## src/design/station_policy_pkg.sv

```systemverilog
// constants shared by the station policy block
// Function
// - pause multiplier resets to zero
// - station measures its own minimum pause
// - pause equals base times one plus multiplier
// - multiplier accepts zero through fifteen
// - change broadcast on after reset
// - each io change sent as own telegram
// - programless station always broadcasts changes; the code sends a programless station one's changes only while broadcast is on
// - follow master run on after reset
// - stations two to eight follow station one
// - station one cannot enable follow option
// - follow only when no operator entry pending; programless stations also follow during entry
// - missed mode change never applied later
// - station one fault stop stops followers
// - programless station runs in remote io; the code keeps station one out of remote io even without a program
// - program load ends remote io mode
// - only station one writes programless outputs
// - station number one to eight, zero unassigned
package station_policy_pkg;
    localparam int scale_w = 4;
    localparam logic [3:0] scale_reset = 4'h0;
    localparam int station_w = 4;
    localparam logic [3:0] station_unassigned = 4'h0;
    localparam logic [3:0] station_master = 4'h1;
    localparam logic [3:0] station_last = 4'h8;
    localparam int pause_w = 16;
    localparam logic broadcast_reset = 1'b1;
    localparam logic follow_reset = 1'b1;
    typedef enum logic [1:0] {
        run_stopped = 2'b00,
        run_running = 2'b01
    } run_state_t;
endpackage

```

## src/design/net_station_policy.sv

```systemverilog
// per-station pause, change broadcast, run follow and remote io policy
`timescale 1ns/1ps
module net_station_policy #(
    parameter int pause_w = station_policy_pkg::pause_w
) (
    // clock and reset
    input wire logic mclk,
    input wire logic reset_n,
    // configuration
    input wire logic [3:0] station_number,
    input wire logic [3:0] pause_scale_setting,
    input wire logic scale_write,
    input wire logic broadcast_setting,
    input wire logic broadcast_write,
    input wire logic follow_setting,
    input wire logic follow_write,
    // network timing measured by the link
    input wire logic [pause_w-1:0] base_pause_time,
    // program and operator state
    input wire logic program_present,
    input wire logic operator_entry,
    input wire logic manual_run,
    input wire logic manual_stop,
    // master mode seen on the net
    input wire logic master_run_change,
    input wire logic master_run_level,
    input wire logic master_fault_stop,
    // local io change
    input wire logic io_change,
    // remote write request
    input wire logic remote_write_req,
    input wire logic [3:0] remote_writer,
    // outputs
    output logic [3:0] pause_scale_q,
    output logic [pause_w+3:0] effective_pause_q,
    output logic broadcast_en_q,
    output logic follow_en_q,
    output logic change_telegram_q,
    output logic running_q,
    output logic remote_io_q,
    output logic remote_write_grant_q
);
    // refuse a pause width that the product register cannot hold
    if (pause_w < 1 || pause_w > 28)
    begin : g_bad_pause_w
        $error("pause_w out of range");
    end

    // next values and decoded station facts
    logic [3:0] pause_scale_d;
    logic [pause_w+3:0] effective_pause_d;
    logic broadcast_en_d, follow_en_d, change_telegram_d, running_d;
    logic remote_io_d, remote_write_grant_d;
    logic valid_number, is_master, is_follower;
    logic follow_open, writer_is_master;

    // station classification and follow gate
    always_comb
    begin
        valid_number = station_number != station_policy_pkg::station_unassigned &&
                       station_number <= station_policy_pkg::station_last;
        is_master = station_number == station_policy_pkg::station_master;
        is_follower = valid_number && !is_master;
        // programless stations have no menu, so entry never shuts their gate
        follow_open = is_follower && follow_en_q && (remote_io_q || !operator_entry);
        writer_is_master = remote_writer == station_policy_pkg::station_master;
    end

    // next configuration: load on strobe, follow locked off at station one
    always_comb
    begin
        pause_scale_d = pause_scale_q;
        if (scale_write)
            pause_scale_d = pause_scale_setting;
        broadcast_en_d = broadcast_en_q;
        if (broadcast_write)
            broadcast_en_d = broadcast_setting;
        follow_en_d = follow_en_q;
        if (follow_write)
            follow_en_d = follow_setting;
        if (is_master)
            follow_en_d = 1'b0;
    end

    // configuration registers
    always_ff @(posedge mclk or negedge reset_n)
    begin
        if (!reset_n)
        begin
            pause_scale_q <= station_policy_pkg::scale_reset;
            broadcast_en_q <= station_policy_pkg::broadcast_reset;
            follow_en_q <= station_policy_pkg::follow_reset;
        end
        else
        begin
            pause_scale_q <= pause_scale_d;
            broadcast_en_q <= broadcast_en_d;
            follow_en_q <= follow_en_d;
        end
    end

    // effective pause: exact integer product, one cycle behind the multiplier
    always_comb
    begin
        // base pause is measured by the link itself
        effective_pause_d = (pause_w + 4)'(base_pause_time) *
                            (pause_w + 4)'({1'b0, pause_scale_q} + 5'h01);
    end

    // pause register
    always_ff @(posedge mclk or negedge reset_n)
    begin
        if (!reset_n)
            effective_pause_q <= '0;
        else
            effective_pause_q <= effective_pause_d;
    end

    // extra telegram per io change; programless stations other than station one ignore the enable
    always_comb
    begin
        change_telegram_d = io_change && (broadcast_en_q || remote_io_q);
    end

    // telegram strobe register
    always_ff @(posedge mclk or negedge reset_n)
    begin
        if (!reset_n)
            change_telegram_q <= 1'b0;
        else
            change_telegram_q <= change_telegram_d;
    end

    // run state: manual strobes first, master mode wins while the gate is open
    always_comb
    begin
        running_d = running_q;
        if (manual_stop)
            running_d = 1'b0;
        else if (manual_run)
            running_d = 1'b1;
        // a change seen while the gate is shut is dropped, never stored
        if (follow_open)
        begin
            if (master_fault_stop)
                running_d = 1'b0;
            else if (master_run_change)
                running_d = master_run_level;
        end
    end

    // run register
    always_ff @(posedge mclk or negedge reset_n)
    begin
        if (!reset_n)
            running_q <= 1'b0;
        else
            running_q <= running_d;
    end

    // remote io tracks program presence, never at station one; only station one may write outputs
    always_comb
    begin
        remote_io_d = !program_present && !is_master;
        remote_write_grant_d = remote_write_req && remote_io_q &&
                               writer_is_master;
    end

    // remote io and write grant registers
    always_ff @(posedge mclk or negedge reset_n)
    begin
        if (!reset_n)
        begin
            remote_io_q <= 1'b1;
            remote_write_grant_q <= 1'b0;
        end
        else
        begin
            remote_io_q <= remote_io_d;
            remote_write_grant_q <= remote_write_grant_d;
        end
    end

    // checks
    a_pause_product: assert property (@(posedge mclk) disable iff (!reset_n)
        $past(reset_n) |->
        effective_pause_q == $past(base_pause_time) * ($past(pause_scale_q) + 1))
        else $error("effective pause wrong");
    a_master_nofollow: assert property (@(posedge mclk) disable iff (!reset_n)
        $past(reset_n) && $past(is_master) |-> !follow_en_q)
        else $error("station one follows");
    a_change_sent: assert property (@(posedge mclk) disable iff (!reset_n)
        io_change && remote_io_q |=> change_telegram_q)
        else $error("programless change not sent");
    a_broadcast_gate: assert property (@(posedge mclk) disable iff (!reset_n)
        change_telegram_q |-> $past(io_change) && ($past(broadcast_en_q) || $past(remote_io_q)))
        else $error("spurious telegram");
    a_follow_run: assert property (@(posedge mclk) disable iff (!reset_n)
        is_follower && follow_en_q && !operator_entry && master_run_change &&
        !master_fault_stop |=> running_q == $past(master_run_level))
        else $error("follower missed mode");
    a_entry_blocks: assert property (@(posedge mclk) disable iff (!reset_n)
        operator_entry && !remote_io_q && !manual_run && !manual_stop |=> $stable(running_q))
        else $error("mode changed during entry");
    a_fault_stop: assert property (@(posedge mclk) disable iff (!reset_n)
        is_follower && follow_en_q && !operator_entry && master_fault_stop |=> !running_q)
        else $error("fault stop not followed");
    a_write_grant: assert property (@(posedge mclk) disable iff (!reset_n)
        remote_write_grant_q |-> $past(remote_writer) == station_policy_pkg::station_master &&
        $past(remote_io_q))
        else $error("illegal remote write");
    a_program_ends: assert property (@(posedge mclk) disable iff (!reset_n)
        program_present |=> !remote_io_q)
        else $error("remote io still on");
    a_scale_load: assert property (@(posedge mclk) disable iff (!reset_n)
        scale_write |=> pause_scale_q == $past(pause_scale_setting))
        else $error("multiplier not loaded");
    a_number_range: assert property (@(posedge mclk) disable iff (!reset_n)
        !valid_number && !manual_run && !manual_stop |=> $stable(running_q))
        else $error("unnumbered station changed mode");
    a_missed_dropped: assert property (@(posedge mclk) disable iff (!reset_n)
        !follow_open && !manual_run && !manual_stop |=> $stable(running_q))
        else $error("missed mode change applied");
    a_master_local: assert property (@(posedge mclk) disable iff (!reset_n)
        is_master |=> !remote_io_q)
        else $error("station one in remote io");
    // scenarios worth seeing
    c_follow: cover property (@(posedge mclk) disable iff (!reset_n) $rose(running_q));
    c_telegram: cover property (@(posedge mclk) disable iff (!reset_n) change_telegram_q);
    c_grant: cover property (@(posedge mclk) disable iff (!reset_n) remote_write_grant_q);
    c_fault: cover property (@(posedge mclk) disable iff (!reset_n)
        master_fault_stop ##1 $fell(running_q));
    c_manual_run: cover property (@(posedge mclk) disable iff (!reset_n)
        manual_run ##1 running_q);
endmodule

```

## config.mk

```make
export PLATFORM = sky130hd
export DESIGN_NAME = net_station_policy
export DESIGN_NICKNAME = d
export VERILOG_FILES = /design/src/design/station_policy_pkg.sv /design/src/design/net_station_policy.sv
export SDC_FILE = /design/constraint.sdc
export NUM_CORES = 1
export LEC_CHECK = 0
export BUFFER_PORTS_ARGS = -buffer_cell sky130_fd_sc_hd__buf_2
export CORE_MARGIN = 2
export CORE_UTILIZATION = 51
export CTS_CLUSTER_SIZE = 8
export DETAILED_ROUTE_END_ITERATION = 16
export HOLD_SLACK_MARGIN = 0.12
export PLACE_DENSITY = 0.87
export SLEW_MARGIN = 5
export SYNTH_ARGS = -nofsm -noshare
export SYNTH_HDL_FRONTEND = slang
export SYNTH_SLANG_ARGS = --single-unit
export TNS_END_PERCENT = 20
```

## constraint.sdc

```tcl
create_clock -name mclk -period 4.1 [get_ports mclk]
set_clock_uncertainty 0.05 [all_clocks]
set_input_delay 0.82 -clock mclk [delete_from_list [all_inputs] [get_ports mclk]]
set_output_delay 0.82 -clock mclk [all_outputs]
set_load 0.03 [all_outputs]
```

==> results.yml <==
worst_hold_path:
  hold_path.class: "reg2reg"
placed_design:
  detailed_place.area_sq_um: 4520
  gp_congestion: 0.836
  dp_cells: 563
  io_buffer_count: 73
  dp_worst_setup_slack_ns: -0.379
  detailed_place_hpwl_mm: 6.81
synthesis:
  synthArstFlopShare_pct: 100
  synth_area_sq_um: 3550
  synth_nets: 475
  synth.yosys.seq_area_share_pct: 21.3
  post_synth_main_area_contributors: "fa_1 23%, dfrtp_1 19%, ha_1 10%"
  syn_area_per_cell_sq_um: 9.83
  post_synth_inst_count: 361
  yosys_most_used_dff: "dfrtp_1"
  yosysMostFrequentCell: "inv_1"
  synth_warnings: 0
  post-synth-top-area-cell: "fa_1"
  ys_top_cells_by_count: "59 x inv_1, 42 x and2_1, 41 x fa_1, 29 x ha_1, 27 x dfrtp_1"
  ys_seq_elements: 30
  post_synth_edffs: 0
  post_synth_num_cell_types: 52
  synthDominantCellAreaShare_pct: 23.1
floorplanning:
  placement_rows: 30
  start_util_pct: 52.5
  fp.dieW_um: 87.4
  boundaryPins: 74
  design.core.area_sq_um: 6760
  die_area_sq_um: 7640
  chipHeight_um: 87.4
sta:
  setup_tns_ns: -0.483
  min_period_ns: 4.21
  setup_repair_after_global_routing_missed_its_margin: "true"
  final_hold_viol_count: 0
  setup_violators_final: 7
  timing.max_slew.rel_slack_pct: 54.7
  worst-slew-pin-transition_ns: 0.679
  max_frequency_mhz: 237
  final_max_slew_viol_count: 0
  min_period_over_period_pct: 103
  worst_slack_ns: -0.115
layout:
  antenna-diode-count: 0
  drive_above_1_share_pct: 47.6
  flow.area_growth_from_synthesis_pct: 43.5
  num-nets-final: 615
  layout.cell_area.non_filler_sq_um: 5090
  finalNonFillerCells: 582
drt:
  vias: 3171
  detail_route.drc_violations: 0
  drt_first_iter_violations: 77
  drt.antenna.violating_nets: 0
  drt_first_pass_iters: 4
  drt-total-wl_mm: 9.76
  routed_wire_length_per_instance_um: 16.8
  mean_number_of_vias_per_cell: 5.45
cts:
  cts_num_sinks: 30
  cts_tree: "built"
  cts-htree-levels: 2
  worst_skew_pair.late_latency_ns: 0.29
  max_clock_buf_depth: 2
  root_buffer: "clkbuf_8"
  ctsHoldBuffers: 0
  clock_pin_slew_worst_setup_and_hold_paths_ns: 0.08
  numCtsBuffers: 5
global_routing:
  first_global_vias: 3546
  grt_antenna_before_repair: 0
  grtUsageTotal_pct: 26.4
  grt.overflow.total: 0
  grt_first_pass_wirelength_mm: 15.6
  grt_start_max_net_pins: 31
critical_path:
  timing.critical_path.to_type: "flip-flop"
  cp_data_required_time_ns: 4.21
  arrival_time_of_data_at_the_critical_path_endpoint_ns: 4.33
  crit_fanout: 7
  worstSetupStartpointType: "flip-flop"
  setup.worst_path.class: "reg2reg"
status:
  violations: "negative setup slack"
  run_status: "finished with violations"
power:
  cellLeakagePower_nw: 2.54
  fin_total_pwr_mw: 3.49
  vdd_drop_max_mv: 0.370
  p_per_area_nw_per_um2: 686
job:
  drv_cap: 0
## registers in the layout, indices dropped and copies added (netlist names)
register	count
effective_pause_q	20
pause_scale_q	4
broadcast_en_q	1
change_telegram_q	1
follow_en_q	1
remote_io_q	1
remote_write_grant_q	1
running_q	1
## placed cells by master (no fill, tap or decap), drive strengths merged, types with 6 or more instances in the layout
master    n
ha       29
nor2b    16
o21a      7
fa       41
nand2b   16
buf     139
a21o      7
and3     10
dfrtp    27
nor2      8
a21oi    13
xnor2    13
clkbuf    7
inv      59
nand2    17
and2     42
xor2      6
## metal layers
metal / track usage [%] / routed length, um
met5: 0 / 0
met4: 12.2 / 368
met3: 4.08 / 309
met2: 50.8 / 5490
met1: 27.7 / 3590
## kinds of logic (layout without fill, tap and decap cells)
kind of cell	count (synthesis)	count (layout)	synth area share, %
compound gates	51	51	11.8
xor+xnor	19	19	4.69
fa+ha+maj	70	70	33.4
buf+inv	66	206	7.23
flops	30	30	21.3
mux	6	6	1.87
simple gates	119	120	19.7
## final cells by class
type                            count  area, sq um
Inverter                           59          221
Clock buffer                        7         86.3
Tap cell                           80          100
Sequential cell                    30          758
Fill cell                         439         1660
Timing Repair Buffer              139          905
Multi-Input combinational cell    266         2990
Clock inverter                      1         30.0
## worst max-delay path, cell delays in order (launching register included)
cell and delay [ns]:
dfrtp_2 0.45, ha_4 0.20, xor2_4 0.18, buf_12 0.15
and2_4 0.15, fa_1 0.50, fa_1 0.54, inv_2 0.05
fa_1 0.49, inv_2 0.04, ha_4 0.21, buf_4 0.13
and4_1 0.17, o211ai_1 0.16, nand2_2 0.13, a2111oi_4 0.34
xnor2_1 0.14
## timing repair
| item | 4_1_cts | 5_1_grt |
|---|---|---|
| gates resized for setup | 38 | 33 |
| pin swaps | 42 | 44 |
| setup endpoints to repair | 14 | 12 |
| setup buffers | 6 | 4 |
| cloned | 1 | 0 |
## worst paths after layout
kind                       depth (start not counted)                         start                         endpoint  slack [ns]
max                                               16  pause_scale_q[0]$_DFFE_PN0P_  effective_pause_q[16]$_DFF_PN0_       -0.11
min                                                2       follow_en_q$_DFFE_PN1P_          follow_en_q$_DFFE_PN1P_        0.49
max reg2reg                                       16  pause_scale_q[0]$_DFFE_PN0P_  effective_pause_q[16]$_DFF_PN0_       -0.11
min reg2reg                                        2       follow_en_q$_DFFE_PN1P_          follow_en_q$_DFFE_PN1P_        0.49
max in group asynchronous                          1                       reset_n     pause_scale_q[1]$_DFFE_PN0P_        3.02
min in group asynchronous                          1                       reset_n     pause_scale_q[3]$_DFFE_PN0P_        0.51
## where the power goes
group / internal (mW) / switching [mW] / total, mW
Combinational: 1.27 / 1.45 / 2.72
Clock: 0.198 / 0.129 / 0.327
Sequential: 0.410 / 0.0312 / 0.441
Total: 1.88 / 1.61 / 3.49
## per-stage QoR
step	util, %	hold slack [ns]
final	75.4	0.491
after global routing	75.4	0.515
after CTS	72.6	0.496
after detailed placement	67.0	0.485
after global placement	67.0	0.478
after floorplan	-	0.474
(Power assumes the default switching activity.)
